**config.mk**
```make
export PLATFORM = sky130hd
export DESIGN_NAME = rxq_eq_irq_top
export DESIGN_NICKNAME = d
export VERILOG_FILES = /design/src/rxq_port_regs.v /design/src/rxq_irq_port.v /design/src/rxq_eq_irq_top.v
export VERILOG_INCLUDE_DIRS = /design/src
export SDC_FILE = /design/constraint.sdc
export NUM_CORES = 1
export LEC_CHECK = 0
export BUFFER_PORTS_ARGS = -buffer_cell sky130_fd_sc_hd__clkbuf_2
export CORE_UTILIZATION = 45
export CTS_BUF_LIST = sky130_fd_sc_hd__clkbuf_4
export CTS_CLUSTER_DIAMETER = 40
export DETAILED_ROUTE_END_ITERATION = 10
export GPL_ROUTABILITY_DRIVEN = 0
export SLEW_MARGIN = 20
export SYNTH_ARGS = -nofsm -noshare
export SYNTH_HDL_FRONTEND = slang
export SYNTH_HIERARCHICAL = 1
export SYNTH_SLANG_ARGS = --single-unit
```
**constraint.sdc**
```tcl
create_clock -name clk -period 4.2 [get_ports clk]
set_clock_uncertainty 0.2 [all_clocks]
set_input_delay 1.26 -clock clk [delete_from_list [all_inputs] [get_ports clk]]
set_output_delay 1.26 -clock clk [all_outputs]
set_load 0.01 [all_outputs]
```
**src/rxq_defs.vh**
```
`ifndef RXQ_DEFS_VH
`define RXQ_DEFS_VH

// Register addresses on the internal I2C register port
`define RXQ_ADDR_PORT_SEL 8'h4c
`define RXQ_ADDR_STS_ONE 8'h4d
`define RXQ_ADDR_STS_TWO 8'h4e
`define RXQ_ADDR_CAM_STS 8'h7a
`define RXQ_ADDR_EQ_CTL 8'hd2
`define RXQ_ADDR_EQ_BYPASS 8'hd4
`define RXQ_ADDR_EQ_LIMITS 8'hd5
`define RXQ_ADDR_RSVD_D6 8'hd6
`define RXQ_ADDR_RSVD_D7 8'hd7
`define RXQ_ADDR_IRQ_EN_HI 8'hd8
`define RXQ_ADDR_IRQ_EN_LO 8'hd9

// Reset values
`define RXQ_RST_PORT_SEL 8'h00
`define RXQ_RST_EQ_CTL 8'h94
`define RXQ_RST_EQ_BYPASS 8'h60
`define RXQ_RST_EQ_LIMITS 8'hf2
`define RXQ_RST_RSVD 8'h00
`define RXQ_RST_IRQ_EN 8'h00

// Writable masks
`define RXQ_MASK_EQ_CTL 8'hf4
`define RXQ_MASK_IRQ_EN_HI 8'h07
`define RXQ_MASK_PORT_SEL 8'h03

// Field positions
`define RXQ_BIT_BYPASS 0
`define RXQ_BIT_FLOOR_EN 2
`define RXQ_BIT_RESTART 3

// Event vector layout: bits 6:0 follow low enable, 9:7 follow high enable
`define RXQ_NUM_EVT 10
`define RXQ_EVT_LOCK 0
`define RXQ_EVT_VALID 1
`define RXQ_EVT_PARITY 2
`define RXQ_EVT_CAMERA 3
`define RXQ_EVT_OVERFLOW 4
`define RXQ_EVT_LINE_CNT 5
`define RXQ_EVT_LINE_LEN 6
`define RXQ_EVT_CRC 7
`define RXQ_EVT_SEQ 8
`define RXQ_EVT_ENC 9

// Events cleared by a read of each status register
`define RXQ_CLR_STS_ONE 10'h187
`define RXQ_CLR_STS_TWO 10'h270
`define RXQ_CLR_CAM_STS 10'h008

`endif

```
**src/rxq_port_regs.v**
```verilog
`timescale 1ns/1ps
`include "rxq_defs.vh"

// One receive port's copy of the equalizer and enable registers
module rxq_port_regs (
  input wire clk, // System clock
  input wire rst_n, // Synchronous reset, active low
  input wire wr_en, // Write aimed at this port
  input wire [7:0] addr, // Register address
  input wire [7:0] wdata, // Write data
  output reg [7:0] eq_ctl_ff, // Equalizer control
  output reg [7:0] eq_bypass_ff, // Manual bypass register
  output reg [7:0] eq_limits_ff, // Upper limit and floor
  output reg [7:0] rsvd_d6_ff, // Spare byte
  output reg [7:0] rsvd_d7_ff, // Spare byte
  output reg [7:0] irq_en_hi_ff, // High enable mask
  output reg [7:0] irq_en_lo_ff, // Low enable mask
  output reg restart_ff // One-cycle adaptation restart
);

  // Stored fields; restart bit is self-clearing so it never stores
  always @(posedge clk)
  begin
    if (!rst_n)
    begin
      eq_ctl_ff <= `RXQ_RST_EQ_CTL;
      eq_bypass_ff <= `RXQ_RST_EQ_BYPASS;
      eq_limits_ff <= `RXQ_RST_EQ_LIMITS;
      rsvd_d6_ff <= `RXQ_RST_RSVD;
      rsvd_d7_ff <= `RXQ_RST_RSVD;
      irq_en_hi_ff <= `RXQ_RST_IRQ_EN;
      irq_en_lo_ff <= `RXQ_RST_IRQ_EN;
      restart_ff <= 1'b0;
    end
    else
    begin
      restart_ff <= wr_en && (addr == `RXQ_ADDR_EQ_CTL) && wdata[`RXQ_BIT_RESTART];
      if (wr_en)
      begin
        case (addr)
          `RXQ_ADDR_EQ_CTL: eq_ctl_ff <= wdata & `RXQ_MASK_EQ_CTL;
          `RXQ_ADDR_EQ_BYPASS: eq_bypass_ff <= wdata;
          `RXQ_ADDR_EQ_LIMITS: eq_limits_ff <= wdata;
          `RXQ_ADDR_RSVD_D6: rsvd_d6_ff <= wdata;
          `RXQ_ADDR_RSVD_D7: rsvd_d7_ff <= wdata;
          `RXQ_ADDR_IRQ_EN_HI: irq_en_hi_ff <= wdata & `RXQ_MASK_IRQ_EN_HI;
          `RXQ_ADDR_IRQ_EN_LO: irq_en_lo_ff <= wdata;
          default: ;
        endcase
      end
    end
  end

endmodule

```
**src/rxq_irq_port.v**
```verilog
`timescale 1ns/1ps
`include "rxq_defs.vh"

// Sticky event flags for one port; the enable mask gates only the interrupt
module rxq_irq_port #(
  parameter NE = `RXQ_NUM_EVT
) (
  input wire clk, // System clock
  input wire rst_n, // Synchronous reset, active low
  input wire [NE-1:0] evt, // Event pulses
  input wire [NE-1:0] clr, // Clear-on-read strobes
  input wire [NE-1:0] en, // Enable mask
  output reg [NE-1:0] pend_ff, // Pending flags
  output reg irq_ff // Port interrupt
);

  wire [NE-1:0] nxt_pend;

  // Set wins over clear so an event in the read cycle survives
  assign nxt_pend = evt | (pend_ff & ~clr);

  always @(posedge clk)
  begin
    if (!rst_n)
    begin
      pend_ff <= {NE{1'b0}};
      irq_ff <= 1'b0;
    end
    else
    begin
      pend_ff <= nxt_pend;
      irq_ff <= |(nxt_pend & en);
    end
  end

endmodule

```
**src/rxq_eq_irq_top.v**
```verilog
`timescale 1ns/1ps
`include "rxq_defs.vh"

// How it works
// Bypass takes low setting bits from 3:1
// Bypass takes high setting bits from 7:5
// Adaptive value never exceeds upper limit
// Software keeps upper limit above floor
// Floor enable starts adaptation at floor
// Floor start enable resets to one
// Port select routes accesses to copy
// High bit 2 enables encoding error
// High bit 1 enables sequence error
// High bit 0 enables checksum error
// Low bit 6 enables line length change
// Low bit 5 enables line count change
// Low bit 4 enables buffer overflow
// Low bit 3 enables camera receiver error
// Low bit 2 enables parity error
// Low bit 1 enables valid change
// Low bit 0 enables lock change
// Status register read clears pending events
// Interrupt needs pending and enable; off at reset
// High reserved bits read zero
module rxq_eq_irq_top #(
  parameter NP = 2
) (
  input wire clk, // 40 MHz system clock
  input wire rst_n, // Synchronous reset, active low
  input wire reg_wr_en, // Register write strobe
  input wire reg_rd_en, // Register read strobe
  input wire [7:0] reg_addr, // Register address
  input wire [7:0] reg_wdata, // Register write data
  output reg [7:0] reg_rdata_ff, // Read data, one cycle after strobe
  output reg reg_rvalid_ff, // Read data valid pulse
  input wire [NP-1:0] link_encoding_error, // Encoding error pulses
  input wire [NP-1:0] ctrl_channel_sequence, // Control channel sequence error pulses
  input wire [NP-1:0] ctrl_channel_checksum, // Control channel checksum error pulses
  input wire [NP-1:0] line_length_change, // Line length change pulses
  input wire [NP-1:0] line_count_change, // Line count change pulses
  input wire [NP-1:0] rx_overflow, // Receive buffer overflow pulses
  input wire [NP-1:0] camera_rx_error, // Camera receiver error pulses
  input wire [NP-1:0] link_parity_error, // Parity error pulses
  input wire [NP-1:0] port_valid, // Port valid level
  input wire [NP-1:0] rx_lock, // Receiver lock level
  input wire [4*NP-1:0] eq_adapt_code, // Engine's requested gain code
  output wire [NP-1:0] eq_adaptation_disable, // Adaptation bypassed
  output wire [NP-1:0] eq_floor_start_enable, // Start from floor
  output wire [4*NP-1:0] eq_start_code, // Code adaptation begins at
  output reg [6*NP-1:0] eq_setting_ff, // Applied equalizer setting
  output wire [NP-1:0] eq_restart, // Adaptation restart pulse
  output wire [NP-1:0] port_irq, // Per-port interrupt
  output reg irq_any_ff // Any port interrupting
);

  // Pick the flags that one status register reports
  function [7:0] sts_byte;
    input [7:0] addr;
    input [`RXQ_NUM_EVT-1:0] pend;
    input lock_lvl;
    input valid_lvl;
    begin
      case (addr)
        `RXQ_ADDR_STS_ONE:
          sts_byte = {valid_lvl, lock_lvl, 1'b0, pend[`RXQ_EVT_SEQ], pend[`RXQ_EVT_CRC],
                      pend[`RXQ_EVT_PARITY], pend[`RXQ_EVT_VALID], pend[`RXQ_EVT_LOCK]};
        `RXQ_ADDR_STS_TWO:
          sts_byte = {4'h0, pend[`RXQ_EVT_OVERFLOW], pend[`RXQ_EVT_LINE_CNT],
                      pend[`RXQ_EVT_LINE_LEN], pend[`RXQ_EVT_ENC]};
        `RXQ_ADDR_CAM_STS:
          sts_byte = {7'h00, pend[`RXQ_EVT_CAMERA]};
        default:
          sts_byte = 8'h00;
      endcase
    end
  endfunction

  // Which pending flags a read of the given address clears
  function [`RXQ_NUM_EVT-1:0] clr_mask;
    input [7:0] addr;
    begin
      case (addr)
        `RXQ_ADDR_STS_ONE: clr_mask = `RXQ_CLR_STS_ONE;
        `RXQ_ADDR_STS_TWO: clr_mask = `RXQ_CLR_STS_TWO;
        `RXQ_ADDR_CAM_STS: clr_mask = `RXQ_CLR_CAM_STS;
        default: clr_mask = {`RXQ_NUM_EVT{1'b0}};
      endcase
    end
  endfunction

  // Limit the engine's request to the programmed ceiling
  function [3:0] clamp_code;
    input [3:0] req;
    input [3:0] upper;
    begin
      if (req > upper)
        clamp_code = upper;
      else
        clamp_code = req;
    end
  endfunction

  // Manual setting: stage-one field on top, stage-two field below
  function [5:0] manual_setting;
    input [7:0] byp;
    begin
      manual_setting = {byp[7:5], byp[3:1]};
    end
  endfunction

  // Port select register; shared by all ports
  reg [7:0] port_sel_ff;
  wire [1:0] sel_idx;

  always @(posedge clk)
  begin
    if (!rst_n)
      port_sel_ff <= `RXQ_RST_PORT_SEL;
    else if (reg_wr_en && (reg_addr == `RXQ_ADDR_PORT_SEL))
      port_sel_ff <= reg_wdata & `RXQ_MASK_PORT_SEL;
  end

  assign sel_idx = port_sel_ff[1:0];

  // Per-port register copies, flags and level history
  wire [8*NP-1:0] eq_ctl_w;
  wire [8*NP-1:0] eq_bypass_w;
  wire [8*NP-1:0] eq_limits_w;
  wire [8*NP-1:0] rsvd_d6_w;
  wire [8*NP-1:0] rsvd_d7_w;
  wire [8*NP-1:0] irq_en_hi_w;
  wire [8*NP-1:0] irq_en_lo_w;
  wire [`RXQ_NUM_EVT*NP-1:0] pend_w;
  wire [8*NP-1:0] port_rbyte;
  reg [NP-1:0] lock_prev_ff;
  reg [NP-1:0] valid_prev_ff;
  wire [6*NP-1:0] nxt_eq_setting;

  // Remember last levels so either edge of lock or valid is an event
  always @(posedge clk)
  begin
    if (!rst_n)
    begin
      lock_prev_ff <= {NP{1'b0}};
      valid_prev_ff <= {NP{1'b0}};
    end
    else
    begin
      lock_prev_ff <= rx_lock;
      valid_prev_ff <= port_valid;
    end
  end

  genvar gp;
  generate
    for (gp = 0; gp < NP; gp = gp + 1)
    begin : g_port
      wire hit;
      wire [`RXQ_NUM_EVT-1:0] evt;
      wire [`RXQ_NUM_EVT-1:0] clr;
      wire [`RXQ_NUM_EVT-1:0] en;
      wire [7:0] ctl;
      wire [7:0] byp;
      wire [7:0] lim;
      wire [7:0] ehi;
      wire [7:0] elo;
      wire [3:0] req;
      wire [3:0] upper;
      wire [3:0] floor;
      wire [3:0] clamped;
      wire [`RXQ_NUM_EVT-1:0] pend;
      wire [5:0] nxt_setting;

      // Only the selected port's copy sees accesses
      assign hit = ({30'h0, sel_idx} == gp);

      // Detector inputs mapped onto the event vector
      assign evt[`RXQ_EVT_LOCK] = rx_lock[gp] ^ lock_prev_ff[gp];
      assign evt[`RXQ_EVT_VALID] = port_valid[gp] ^ valid_prev_ff[gp];
      assign evt[`RXQ_EVT_PARITY] = link_parity_error[gp];
      assign evt[`RXQ_EVT_CAMERA] = camera_rx_error[gp];
      assign evt[`RXQ_EVT_OVERFLOW] = rx_overflow[gp];
      assign evt[`RXQ_EVT_LINE_CNT] = line_count_change[gp];
      assign evt[`RXQ_EVT_LINE_LEN] = line_length_change[gp];
      assign evt[`RXQ_EVT_CRC] = ctrl_channel_checksum[gp];
      assign evt[`RXQ_EVT_SEQ] = ctrl_channel_sequence[gp];
      assign evt[`RXQ_EVT_ENC] = link_encoding_error[gp];

      // Reading a status register clears only that port's flags
      assign clr = (reg_rd_en && hit) ? clr_mask(reg_addr) : {`RXQ_NUM_EVT{1'b0}};

      // Enable bits line up with the event vector
      assign en = {ehi[2:0], elo[6:0]};

      rxq_port_regs u_regs (
        .clk(clk),
        .rst_n(rst_n),
        .wr_en(reg_wr_en && hit),
        .addr(reg_addr),
        .wdata(reg_wdata),
        .eq_ctl_ff(ctl),
        .eq_bypass_ff(byp),
        .eq_limits_ff(lim),
        .rsvd_d6_ff(rsvd_d6_w[8*gp+7:8*gp]),
        .rsvd_d7_ff(rsvd_d7_w[8*gp+7:8*gp]),
        .irq_en_hi_ff(ehi),
        .irq_en_lo_ff(elo),
        .restart_ff(eq_restart[gp])
      );

      rxq_irq_port #(
        .NE(`RXQ_NUM_EVT)
      ) u_irq (
        .clk(clk),
        .rst_n(rst_n),
        .evt(evt),
        .clr(clr),
        .en(en),
        .pend_ff(pend),
        .irq_ff(port_irq[gp])
      );

      assign eq_ctl_w[8*gp+7:8*gp] = ctl;
      assign eq_bypass_w[8*gp+7:8*gp] = byp;
      assign eq_limits_w[8*gp+7:8*gp] = lim;
      assign irq_en_hi_w[8*gp+7:8*gp] = ehi;
      assign irq_en_lo_w[8*gp+7:8*gp] = elo;
      assign pend_w[`RXQ_NUM_EVT*gp+`RXQ_NUM_EVT-1:`RXQ_NUM_EVT*gp] = pend;

      // Equalizer controls straight from the register flops
      assign upper = lim[7:4];
      assign floor = lim[3:0];
      assign eq_adaptation_disable[gp] = byp[`RXQ_BIT_BYPASS];
      assign eq_floor_start_enable[gp] = ctl[`RXQ_BIT_FLOOR_EN];

      // Start code is the floor only when enabled, else zero
      assign eq_start_code[4*gp+3:4*gp] = ctl[`RXQ_BIT_FLOOR_EN] ? floor : 4'h0;

      // Clamp guards the line even if the engine overshoots
      assign req = eq_adapt_code[4*gp+3:4*gp];
      assign clamped = clamp_code(req, upper);

      // Next applied setting: manual fields when bypassed, clamped code otherwise
      assign nxt_setting = byp[`RXQ_BIT_BYPASS] ? manual_setting(byp)
                                                : {2'b00, clamped};
      assign nxt_eq_setting[6*gp+5:6*gp] = nxt_setting;

      // This port's answer, taken from the wide register copies
      assign port_rbyte[8*gp+7:8*gp] = rd_port_byte(
        reg_addr,
        eq_ctl_w[8*gp+7:8*gp],
        eq_bypass_w[8*gp+7:8*gp],
        eq_limits_w[8*gp+7:8*gp],
        rsvd_d6_w[8*gp+7:8*gp],
        rsvd_d7_w[8*gp+7:8*gp],
        irq_en_hi_w[8*gp+7:8*gp],
        irq_en_lo_w[8*gp+7:8*gp],
        pend_w[`RXQ_NUM_EVT*gp+`RXQ_NUM_EVT-1:`RXQ_NUM_EVT*gp],
        rx_lock[gp],
        port_valid[gp]
      );
    end
  endgenerate

  // One process owns the whole setting bus, so no bit has two drivers
  always @(posedge clk)
  begin
    if (!rst_n)
      eq_setting_ff <= {6*NP{1'b0}};
    else
      eq_setting_ff <= nxt_eq_setting;
  end

  // Read decode for the port-specific block; restart always reads zero
  function [7:0] rd_port_byte;
    input [7:0] addr;
    input [7:0] ctl;
    input [7:0] byp;
    input [7:0] lim;
    input [7:0] d6;
    input [7:0] d7;
    input [7:0] ehi;
    input [7:0] elo;
    input [`RXQ_NUM_EVT-1:0] pend;
    input lock_lvl;
    input valid_lvl;
    begin
      case (addr)
        `RXQ_ADDR_EQ_CTL: rd_port_byte = ctl & `RXQ_MASK_EQ_CTL;
        `RXQ_ADDR_EQ_BYPASS: rd_port_byte = byp;
        `RXQ_ADDR_EQ_LIMITS: rd_port_byte = lim;
        `RXQ_ADDR_RSVD_D6: rd_port_byte = d6;
        `RXQ_ADDR_RSVD_D7: rd_port_byte = d7;
        `RXQ_ADDR_IRQ_EN_HI: rd_port_byte = ehi & `RXQ_MASK_IRQ_EN_HI;
        `RXQ_ADDR_IRQ_EN_LO: rd_port_byte = elo;
        default: rd_port_byte = sts_byte(addr, pend, lock_lvl, valid_lvl);
      endcase
    end
  endfunction

  // Route the selected port's byte; an absent port reads zero
  reg [7:0] sel_byte;
  integer k;

  always @*
  begin
    sel_byte = 8'h00;
    for (k = 0; k < NP; k = k + 1)
    begin
      if (sel_idx == k[1:0])
        sel_byte = port_rbyte[8*k+7 -: 8];
    end
  end

  // Registered read answer; unmapped addresses return zero
  always @(posedge clk)
  begin
    if (!rst_n)
    begin
      reg_rdata_ff <= 8'h00;
      reg_rvalid_ff <= 1'b0;
    end
    else
    begin
      reg_rvalid_ff <= reg_rd_en;
      if (reg_rd_en)
      begin
        if (reg_addr == `RXQ_ADDR_PORT_SEL)
          reg_rdata_ff <= port_sel_ff;
        else
          reg_rdata_ff <= sel_byte;
      end
    end
  end

  // Combined line lags port lines by one cycle
  always @(posedge clk)
  begin
    if (!rst_n)
      irq_any_ff <= 1'b0;
    else
      irq_any_ff <= |port_irq;
  end

endmodule

```
=== After elaboration in Yosys (flattened, before gate mapping) ===
Index checks and enable logic that the tools add are counted.

* Reduce and logical (&&, ||, !) cells: 29
* Bitwise operators: 12
* Equality and inequality tests: 12
* Magnitude comparators: 2
* Mux-type cells: 16

{| class="wikitable"
|+ Operators by type and width
! cell !! count
|-
| one-hot mux 8 bit (7 select lines) || 2
|-
| equality test 8 bit, second input constant || 7
|-
| one-hot mux 8 bit (3 select lines) || 2
|-
| AND 10 bit || 4
|-
| equality test 8 x 7 -> 1 bit, second input constant || 4
|-
| AND reduction 2 bit || 16
|-
| one-hot mux 10 bit (3 select lines) || 1
|-
| two-way mux 4 bit || 6
|-
| two-way mux 8 bit || 3
|-
| two-way mux 10 bit || 2
|-
| inverter 10 bit || 2
|-
| bitwise OR 10 bit || 2
|-
| OR reduction 10 bit || 2
|-
| logical AND 1 bit || 9
|-
| greater-than comparator 4 bit || 2
|-
| bitwise XOR 1 bit || 4
|-
| equality test 2 x 1 -> 1 bit, second input constant || 1
|-
| zero test 2 bit || 1
|-
| OR reduction 2 bit || 1
|}

* Word-level logic and storage cells: 100
* Register bits: 148

=== Logic depth before layout (Yosys ltp) ===
Gate-level depths: netlist of the first run.

* Depth after elaboration: 8
* Gate-level depth with buffers: 10
* Gate-level depth less buffers: 8

=== By module ===
The synthesis of the first run kept the hierarchy.

{| class="wikitable"
|+ By module, submodules not included
! module !! instances !! area an instance (um^2) !! cells an instance
|-
| rxq_port_regs || 2 || 2016.9 || 194
|-
| rxq_eq_irq_top || 1 || 2675.1 || 315
|-
| rxq_irq_port || 2 || 483.0 || 46
|}

=== Worst setup path after synthesis of the first run ===
No wires, ideal clock.

* Path kind: input port to flip-flop
* Start point: in reg_addr[0]
* End point: reg g_port[0].u_irq.irq_ff
* Stages on the path: 10
* Required time: 3.880 ns
* Path slack: 0.767 ns
* Arrival time: 3.114 ns
* Cells stage by stage: buf_6 buf_2 and2b_1 buf_2 nand2_1 nor2_1 nor2b_1 o21ai_1 nand4_1 o31a_1

* Cells in the longest elaborated chain, start to end: 8

{| class="wikitable"
|+ RTL lines
! item !! RTL line !! RTL
|-
| from (decl) || rxq_eq_irq_top.v:32 || <nowiki>input wire [7:0] reg_addr,</nowiki>
|-
| equality test 8 x 7 -> 1 bit || rxq_eq_irq_top.v:82 || <nowiki>case (addr)</nowiki>
|-
| one-hot mux 10 bit (3 select lines) (*) || rxq_eq_irq_top.v:82 ||
|-
| two-way mux 10 bit (*) || rxq_eq_irq_top.v:190 || <nowiki>assign clr = (reg_rd_en && hit) ? clr_mask(reg_addr) : {`RXQ_NUM_EVT{1'b0}};</nowiki>
|-
| net g_port[0].clr[0] || rxq_eq_irq_top.v:160 || <nowiki>wire [`RXQ_NUM_EVT-1:0] clr;</nowiki>
|-
| inverter 10 bit (*) || rxq_irq_port.v:20 || <nowiki>assign nxt_pend = evt | (pend_ff & ~clr);</nowiki>
|-
| AND 10 bit (*) || rxq_irq_port.v:20 ||
|-
| bitwise OR 10 bit (*) || rxq_irq_port.v:20 ||
|-
| AND 10 bit (*) || rxq_irq_port.v:32 || <nowiki>irq_ff <= |(nxt_pend & en);</nowiki>
|-
| OR reduction 10 bit (*) || rxq_irq_port.v:32 ||
|-
| to (signal assigned) || rxq_irq_port.v:32 ||
|-
| to (decl) || rxq_irq_port.v:14 || <nowiki>output reg irq_ff</nowiki>
|}

The timed path passes the listed nets; every way through them passes the cells marked *.
A chain may end at the register's enable or synchronous reset.

=== Worst setup path in the final report of the first run ===
* Start point: in reg_addr[6]
* End point: reg g_port[1].u_irq.irq_ff

* Cells in the longest elaborated chain, start to end: 8

{| class="wikitable"
|+ RTL lines
! item !! RTL line
|-
| equality test 8 x 7 -> 1 bit || rxq_eq_irq_top.v:82
|-
| one-hot mux 10 bit (3 select lines) (*) || rxq_eq_irq_top.v:82
|-
| two-way mux 10 bit (*) || rxq_eq_irq_top.v:190
|-
| net g_port[1].clr[4] || rxq_eq_irq_top.v:160
|-
| inverter 10 bit (*) || rxq_irq_port.v:20
|-
| AND 10 bit (*) || rxq_irq_port.v:20
|-
| bitwise OR 10 bit (*) || rxq_irq_port.v:20
|-
| AND 10 bit (*) || rxq_irq_port.v:32
|-
| OR reduction 10 bit (*) || rxq_irq_port.v:32
|-
| to (signal assigned) || rxq_irq_port.v:32
|-
| to (decl) || rxq_irq_port.v:14
|}

Marks and branches as above.

==> reports/qor.yml, run 1 <==
timing:
  fmax_mhz: 300
  maxSlewViolCount: 0
  rsz0062_at_grt: "no"
  setup_tns_ps: 0
  finalCritPeriodShare_pct: 79.3
  period_minus_slack_ps: 3330
  setup_violations: 0
  slew_headroom_pct: 42.1
  hold_viol_final: 0
  tightest_slew_ps: 862
floorplan:
  initial_utilization_pct: 46.8
  fp.dieW_microns: 132
  die_area_sq_um: 17300
  coreArea_sq_um: 16100
  die_y_microns: 132
  num_io_pins: 86
  fp-row-count: 46
clock_network:
  post_cts_buffers: 0
  cts-root-buf: "clkbuf_4"
  clock_latency_ps: 560
  cts_hold_buf: 0
  clkSlewWorstSetupHoldPaths_ps: 120
  htree_levels: 4
  post_cts_resized: 0
  cts_tree: "built"
  cts_max_path_buffers: 2
  cts.sinks: 148
  cts_buffers: 17
yosys:
  yosys_warnings: 6
  syn-num-nets: 833
  syn_area_per_cell_sq_um: 9.71
  synth_area_sq_um: 7550
  syn_inst: 777
setup_path:
  arrival_ps: 3580
  rr_worst_depth: 5
  worstPathCellList: "clkbuf_2, nor4bb_1, nand2_1, nor3_1, nor2b_1, o21ai_2, nand4_1, o31a_1"
  startpoint_type: "primary input"
  critPathMaxFanout: 10
  setup.worst_path.end_class: "flip-flop"
  slowest_delay_ps: 600
  worstPathRequired_ps: 4450
  crit_path_top_delay_cell: "nor3_1"
  worstSetupPathType: "in2reg"
power:
  leakage_uw: 0.00333
  power_density_nw_per_um2: 335
  ir_drop_mv: 0.258
final_layout:
  drive_above_1_share_pct: 21.5
  final_nets: 910
  syn2layout_area_growth_pct: 13.4
  stdcell_area_sq_um: 8560
global_routing:
  gr-usage-all-layers_pct: 24.9
  grt_pass1_wl_mm: 33.4
  antenna_found_initial: 1
  grt_max_degree: 61
  grt_pass1_vias: 6107
  grt_remaining_overflow: 0
hold_path:
  hold_depth: 2
  holdCritPathClass: "reg2reg"
drt:
  drtPass1Iterations: 7
  wire_per_inst_microns: 19.3
  antenna_left: 0
  routed_wl_mm: 20.9
  drc: 0
  vias: 6150
  drt-initial-drc-count: 427
  viasPerCell: 5.67
run:
  drv_cap: 0
place:
  post_dp_cell_area_sq_um: 8170
  portBuffers: 85
  dp_hpwl_mm: 15.7
status:
  status: "completed"
[cell usage in the layout, fill, tap and decap left out, drive strengths merged, types with 9 or more instances in the layout]
cell type and instances:
nor2 22, dfxtp 148, nand3b 9, o21ai 35, a22oi 16, nand2 117
mux4 14, o21a 23, inv 16, nor2b 60, mux2i 102, buf 18
and3 12, and2 14, clkbuf 102, nor3 24, nor4 13
[registers in the layout, indices dropped and copies added (netlist names)]
| signal | cells |
|---|---|
| g_port.u_irq/pend_ff | 20 |
| lock_prev_ff | 2 |
| g_port.u_regs/eq_bypass_ff | 16 |
| g_port.u_regs/eq_limits_ff | 16 |
| irq_any_ff | 1 |
| g_port.u_regs/irq_en_lo_ff | 16 |
| reg_rvalid_ff | 1 |
| g_port.u_regs/irq_en_hi_ff | 6 |
| eq_setting_ff | 12 |
| g_port.u_regs/eq_ctl_ff | 10 |
| g_port.u_regs/rsvd_d7_ff | 16 |
| g_port.u_regs/restart_ff | 2 |
| port_sel_ff | 2 |
| g_port.u_regs/rsvd_d6_ff | 16 |
| reg_rdata_ff | 8 |
| g_port.u_irq/irq_ff | 2 |
| valid_prev_ff | 2 |
[critical path, delay by kind of cell]
| family | cells | cell delay, ps |
|---|---|---|
| simple gates | 5 | 1680 |
| compound gates | 2 | 420 |
| buf+inv | 1 | 230 |
[worst paths after layout]
path,from,end,slack [ps]
hold / removal,g_port[1].u_regs/rsvd_d6_ff[3]$_SDFFE_PN0P_,g_port[1].u_regs/rsvd_d6_ff[3]$_SDFFE_PN0P_,270
setup reg to reg,port_sel_ff[0]$_SDFFE_PN0P_,g_port[1].u_regs/rsvd_d6_ff[1]$_SDFFE_PN0P_,1580
setup / recovery,reg_addr[6],g_port[1].u_irq/irq_ff$_SDFF_PN0_,870
hold reg to reg,g_port[1].u_regs/rsvd_d6_ff[3]$_SDFFE_PN0P_,g_port[1].u_regs/rsvd_d6_ff[3]$_SDFFE_PN0P_,270
[routing by layer]
layer	global-route usage (%)	up-vias	wire length, microns
met3	5.59	31	1130
met5	0	-	0
met1	32.3	2973	9380
li1	-	2971	-
met2	41.1	175	10100
met4	7.30	0	338
[final cells by class]
cell class | count | area [sq um]
tap | 216 | 270
inverter | 15 | 56.3
antenna | 1 | 2.50
fill | 1507 | 7550
timing repair buffer | 102 | 568
multi-input combinational | 570 | 4310
sequential | 148 | 2960
clock buffer | 18 | 135
clock inverter | 14 | 256
[report_power, final]
| group | leakage (uW) | switching, uW | internal (uW) |
|---|---|---|---|
| Combinational | 0.00192 | 149 | 96.0 |
| Sequential | 0.00120 | 12.1 | 1430 |
| Clock | 0.000200 | 526 | 656 |
[metrics by stage]
step | power [uW] | hold slack, ps | worst slack, ps | util [%] | instances
floorplan | 1620 | 231 | 767 | - | 777
global route | 2980 | 279 | 737 | 53.1 | 1084
detailed placement | 1710 | 247 | 340 | 50.7 | 1051
finish | 2870 | 265 | 868 | 53.1 | 1084
global placement | 1710 | 239 | 551 | 50.7 | 1051
CTS | 2890 | 266 | 948 | 53.1 | 1083
No activity file was read; power rests on OpenSTA's default activity.
==> inputs of run 2 (changes only) <==
PLACE_DENSITY = 0.66   (was unset)
clock period = 3 ns   (was 4.2 ns; I/O delays follow)
==> run 2 against run 1 <==
Combinational power increased by 47%; first-iteration DRC count grew 0.70%; clock power rose by 8%; register-to-register slack worse by 820 ps; power up 27%; routed wire length is 2.6% lower; hold slack about the same; via count increased by 0.33%; count of clock-buffer cells in the layout did not move; critical path type is now reg2out; largest cell class unchanged.
==> reports/qor.yml, run 2 (synthesized netlist as in run 1, its figures left out) <==
setup_path:
  critPathMaxFanout: 21
  r2r_slack_ps: 760
  critical_path_cell_count: 1
  worstPathCellList: "clkbuf_2"
  setup.worst_path.end_class: "output pin"
  cp-endpoint: "eq_adaptation_disable[1]"
  cp_num_buf_inv: 1
  crit_path_top_delay_cell: "dfxtp_1"
  crit_start: "g_port[1].u_regs/eq_bypass_ff[0]$_SDFFE_PN0P_"
  rr_worst_depth: 5
  arrival_ps: 1600
  r2r_start: "port_sel_ff[1]$_SDFFE_PN0P_"
  worstPathRequired_ps: 1900
  crit_family: "flip-flops"
  worstSetupPathType: "reg2out"
  slowest_delay_ps: 780
  startpoint_type: "flip-flop"
  rr_endpoint: "g_port[1].u_regs/eq_limits_ff[0]$_SDFFE_PN0P_"
timing:
  rsz0062_at_grt: "no"
  maxSlewViolCount: 0
  period_minus_slack_ps: 2700
  setup_violations: 0
  worst_slack_ps: 303
  finalCritPeriodShare_pct: 89.9
  hold_viol_final: 0
  fmax_mhz: 371
  tightest_slew_ps: 681
  slew_headroom_pct: 54.6
clock_network:
  cts-root-buf: "clkbuf_4"
  post_cts_resized: 0
  clkSlewWorstSetupHoldPaths_ps: 120
  cts_max_path_buffers: 2
  cts.sinks: 148
  cts_buffers: 17
  htree_levels: 4
  cts_tree: "built"
  clock_latency_ps: 560
  post_cts_buffers: 0
  cts_hold_buf: 0
final_layout:
  syn2layout_area_growth_pct: 15.2
  final_cell_mix: "dfxtp_1 (148), nand2_1 (117), mux2i_1 (102)"
  diodes: 0
  drive_above_1_share_pct: 23.7
  final_nets: 940
  utilization_pct: 54.0
  layout_commonest_cell: "dfxtp_1"
  largest-register: "g_port.u_irq/pend_ff"
  largest_register_ffs: 20
drt:
  vias: 6170
  drt-initial-drc-count: 430
  wire_per_inst_microns: 18.3
  drc: 0
  viasPerCell: 5.54
  routed_wl_mm: 20.4
  drtPass1Iterations: 5
  antenna_left: 0
power:
  leakage_uw: 0.00344
  total_power_uw: 3650
  ir_drop_mv: 0.237
  power_density_nw_per_um2: 419
global_routing:
  grt_pass1_vias: 6045
  grt_max_degree: 49
  grt_pass1_wl_mm: 32.4
  antenna_found_initial: 0
  grt_remaining_overflow: 0
  gr-usage-all-layers_pct: 24.1
status:
  status: "completed"
place:
  portBuffers: 85
  dp_hpwl_mm: 15.4
  dp_slack_ps: 33.5
floorplan:
  num_io_pins: 86
  coreArea_sq_um: 16100
  die_area_sq_um: 17300
  fp-row-count: 46
  initial_utilization_pct: 46.8
  fp.dieW_microns: 132
  die_y_microns: 132
hold_path:
  holdCritPathClass: "reg2reg"
run:
  drv_cap: 0
[run 2: cell count changes in the layout (fill, tap and decap cells not counted), sizes merged]
cell	delta
buf	+30
bufinv	-4
clkinv	+6
clkinvlp	-1
diode	-1
inv	-1
[run 2: worst min path at each step]
stage               depth (start not counted)                                     endpoint                                         from  slack, ps
floorplan                                   2  g_port[1].u_regs/rsvd_d6_ff[4]$_SDFFE_PN0P_  g_port[1].u_regs/rsvd_d6_ff[4]$_SDFFE_PN0P_        230
global placement                            2  g_port[0].u_regs/rsvd_d6_ff[7]$_SDFFE_PN0P_  g_port[0].u_regs/rsvd_d6_ff[7]$_SDFFE_PN0P_        240
detailed placement                          2                 reg_rdata_ff[3]$_SDFFE_PN0P_                 reg_rdata_ff[3]$_SDFFE_PN0P_        250
CTS                                         2  g_port[0].u_regs/rsvd_d6_ff[0]$_SDFFE_PN0P_  g_port[0].u_regs/rsvd_d6_ff[0]$_SDFFE_PN0P_        270
global route                                2  g_port[0].u_regs/rsvd_d6_ff[6]$_SDFFE_PN0P_  g_port[0].u_regs/rsvd_d6_ff[6]$_SDFFE_PN0P_        280
finish                                      2  g_port[0].u_regs/rsvd_d6_ff[0]$_SDFFE_PN0P_  g_port[0].u_regs/rsvd_d6_ff[0]$_SDFFE_PN0P_        270
[run 2: power breakdown]
group          internal (uW)  switching, uW  leakage [uW]
sequential              2000           16.6       0.00120
combinational            148            211       0.00208
clock                    566            709      0.000155
[run 2: routing by layer]
layer | GRT usage [%] | share of wire [%]
met1 | 31.3 | 46
met2 | 39.4 | 47
met3 | 5.44 | 4.4
met4 | 8.01 | 2.3
met5 | 0 | 0
[run 2: worst min-delay path, stage by stage, from the launching register on]
cell and delay (ps):
dfxtp_1 330, nand2_1 50, mux2i_1 50
[run 2: final cells by class]
| type | instances | area [sq um] |
|---|---|---|
| Timing Repair Buffer | 132 | 818 |
| Inverter | 15 | 56.3 |
| Fill cell | 1483 | 7420 |
| Clock inverter | 14 | 143 |
| Tap cell | 216 | 270 |
| Multi-Input combinational cell | 570 | 4310 |
| Clock buffer | 18 | 135 |
| Sequential cell | 148 | 2960 |
[run 2: per-stage QoR]
stage,hold slack (ps),instances,area [sq um],TNS [ps]
after floorplan,231,777,7550,-133
after CTS,266,1113,8690,0
final,266,1113,8690,0
after global placement,240,1081,8420,0
after global routing,282,1113,8690,0
after detailed placement,246,1081,8420,0
==> inputs of run 3 (changes only) <==
BUFFER_PORTS_ARGS = unset   (was -buffer_cell sky130_fd_sc_hd__clkbuf_2)
DONT_BUFFER_PORTS = 1   (was unset)
PLACE_DENSITY = unset   (was 0.66)
==> run 3 against run 2 <==
Register-to-register slack worse by 30 ps; routed wire length increased by 1.0%; flip-flop and latch count unchanged; non-clock buffer count is 109 lower; combinational power decreased by 41%; sequential power about the same; final area is 6.7% lower; critical path type unchanged; critical endpoint is now eq_start_code[5]; highest routed layer unchanged.
==> reports/qor.yml, run 3 (synthesized netlist as in run 1, its figures left out) <==
status:
  status: "completed"
clock_network:
  htree_levels: 4
  cts_hold_buf: 0
  cts_tree: "built"
  post_cts_resized: 0
  post_cts_buffers: 0
  cts_buffers: 17
  cts.sinks: 148
  clock_latency_ps: 550
  cts-root-buf: "clkbuf_4"
  clkSlewWorstSetupHoldPaths_ps: 130
  cts_max_path_buffers: 2
global_routing:
  grt_pass1_vias: 5866
  grt_pass1_wl_mm: 32.3
  antenna_found_initial: 0
  grt.busiest_layer: "met2"
  gr-usage-all-layers_pct: 24.2
  grt.met1_usage_pct: 30.2
  grt_remaining_overflow: 0
  grt_use_met3_pct: 5.40
  grt_max_degree: 168
  gr-usage-met2_pct: 41.1
timing:
  tightest_slew_ps: 791
  hold_viol_final: 0
  fmax_mhz: 397
  finalCritPeriodShare_pct: 84.1
  rsz0062_at_grt: "no"
  maxSlewViolCount: 0
  setup_violations: 0
  slew_headroom_pct: 47.2
  period_minus_slack_ps: 2520
final_layout:
  largest_register_ffs: 20
  drive_above_1_share_pct: 13.6
  fillers: 1498
  layout_commonest_cell: "dfxtp_1"
  final_nets: 831
  final_cell_mix: "dfxtp_1 (148), nand2_1 (117), mux2i_1 (102)"
  diodes: 0
  syn2layout_area_growth_pct: 7.53
  utilization_pct: 50.4
  largest-register: "g_port.u_irq/pend_ff"
run:
  drv_cap: 0
setup_path:
  slowest_delay_ps: 610
  critPathMaxFanout: 7
  arrival_ps: 1420
  r2r_slack_ps: 730
  worstSetupPathType: "reg2out"
  setup.worst_path.end_class: "output pin"
  startpoint_type: "flip-flop"
  worstPathCellList: "and2_1"
  crit_path_top_delay_cell: "dfxtp_1"
  worstPathRequired_ps: 1900
  cp_num_buf_inv: 0
  crit_family: "flip-flops"
power:
  leakage_uw: 0.00296
  ir_drop_mv: 0.396
  power_density_nw_per_um2: 456
  total_power_uw: 3700
hold_path:
  holdCritPathClass: "in2reg"
place:
  dp_hpwl_mm: 15.1
  portBuffers: 0
drt:
  viasPerCell: 5.82
  wire_per_inst_microns: 20.5
  drc: 0
  drtPass1Iterations: 5
  drt-initial-drc-count: 461
  routed_wl_mm: 20.6
  antenna_left: 0
  vias: 5840
floorplan:
  die_y_microns: 132
  initial_utilization_pct: 46.8
  die_area_sq_um: 17300
  fp-row-count: 46
  fp.dieW_microns: 132
  coreArea_sq_um: 16100
  num_io_pins: 86
[run 3: changes by cell type in the layout (fill, tap and decap cells not counted), moves of 2 or more]
| cell | before | now |
|---|---|---|
| clkbuf_2 | 84 | 0 |
| buf_4 | 45 | 23 |
| buf_12 | 3 | 0 |
| clkinv_1 | 4 | 1 |
| clkinv_2 | 6 | 3 |
| bufinv_16 | 3 | 5 |
| clkinvlp_4 | 1 | 3 |
[run 3: cell type report]
cell class | instances | area, sq um | area share, %
well taps | 216 | 270 | 3.33
multi-input cells | 570 | 4310 | 53.1
repair buffers | 23 | 173 | 2.13
inverters | 15 | 56.3 | 0.694
clock inverters | 14 | 209 | 2.57
clock buffers | 18 | 135 | 1.67
flip-flops and latches | 148 | 2960 | 36.5
[run 3: final timing paths]
path / to / cells after the start / start
hold reg to reg: g_port[1].u_regs/rsvd_d6_ff[6]$_SDFFE_PN0P_ / 2 / g_port[1].u_regs/rsvd_d6_ff[6]$_SDFFE_PN0P_
hold / removal: valid_prev_ff[0]$_SDFF_PN0_ / 1 / port_valid[0]
setup reg to reg: g_port[1].u_regs/eq_limits_ff[2]$_SDFFE_PN0P_ / 5 / port_sel_ff[1]$_SDFFE_PN0P_
setup / recovery: eq_start_code[5] / 1 / g_port[1].u_regs/eq_ctl_ff[2]$_SDFFE_PN1P_
[run 3: through the flow]
stage / hold WS, ps / cell area [sq um] / cells / TNS, ps / setup WS, ps
after global placement: 239 / 7770 / 972 / 0 / 191
after global routing: 203 / 8120 / 1004 / 0 / 372
after floorplan: 231 / 7550 / 777 / -133 / -73.5
final: 254 / 8120 / 1004 / 0 / 478
after CTS: 208 / 8120 / 1004 / 0 / 419
after detailed placement: 247 / 7770 / 972 / 0 / 116
[run 3: per-layer routing]
metal | wire length (microns) | share of wire (%) | vias to the layer above
li1 | - | - | 2805
met1 | 9120 | 44 | 2841
met2 | 10100 | 49 | 165
met3 | 1020 | 5.0 | 29
met4 | 394 | 1.9 | 0
met5 | 0 | 0 | -
[run 3: power by group]
part	internal, uW	switching, uW
Sequential	2000	21.7
Clock	750	724
Combinational	104	107
Total	2850	853
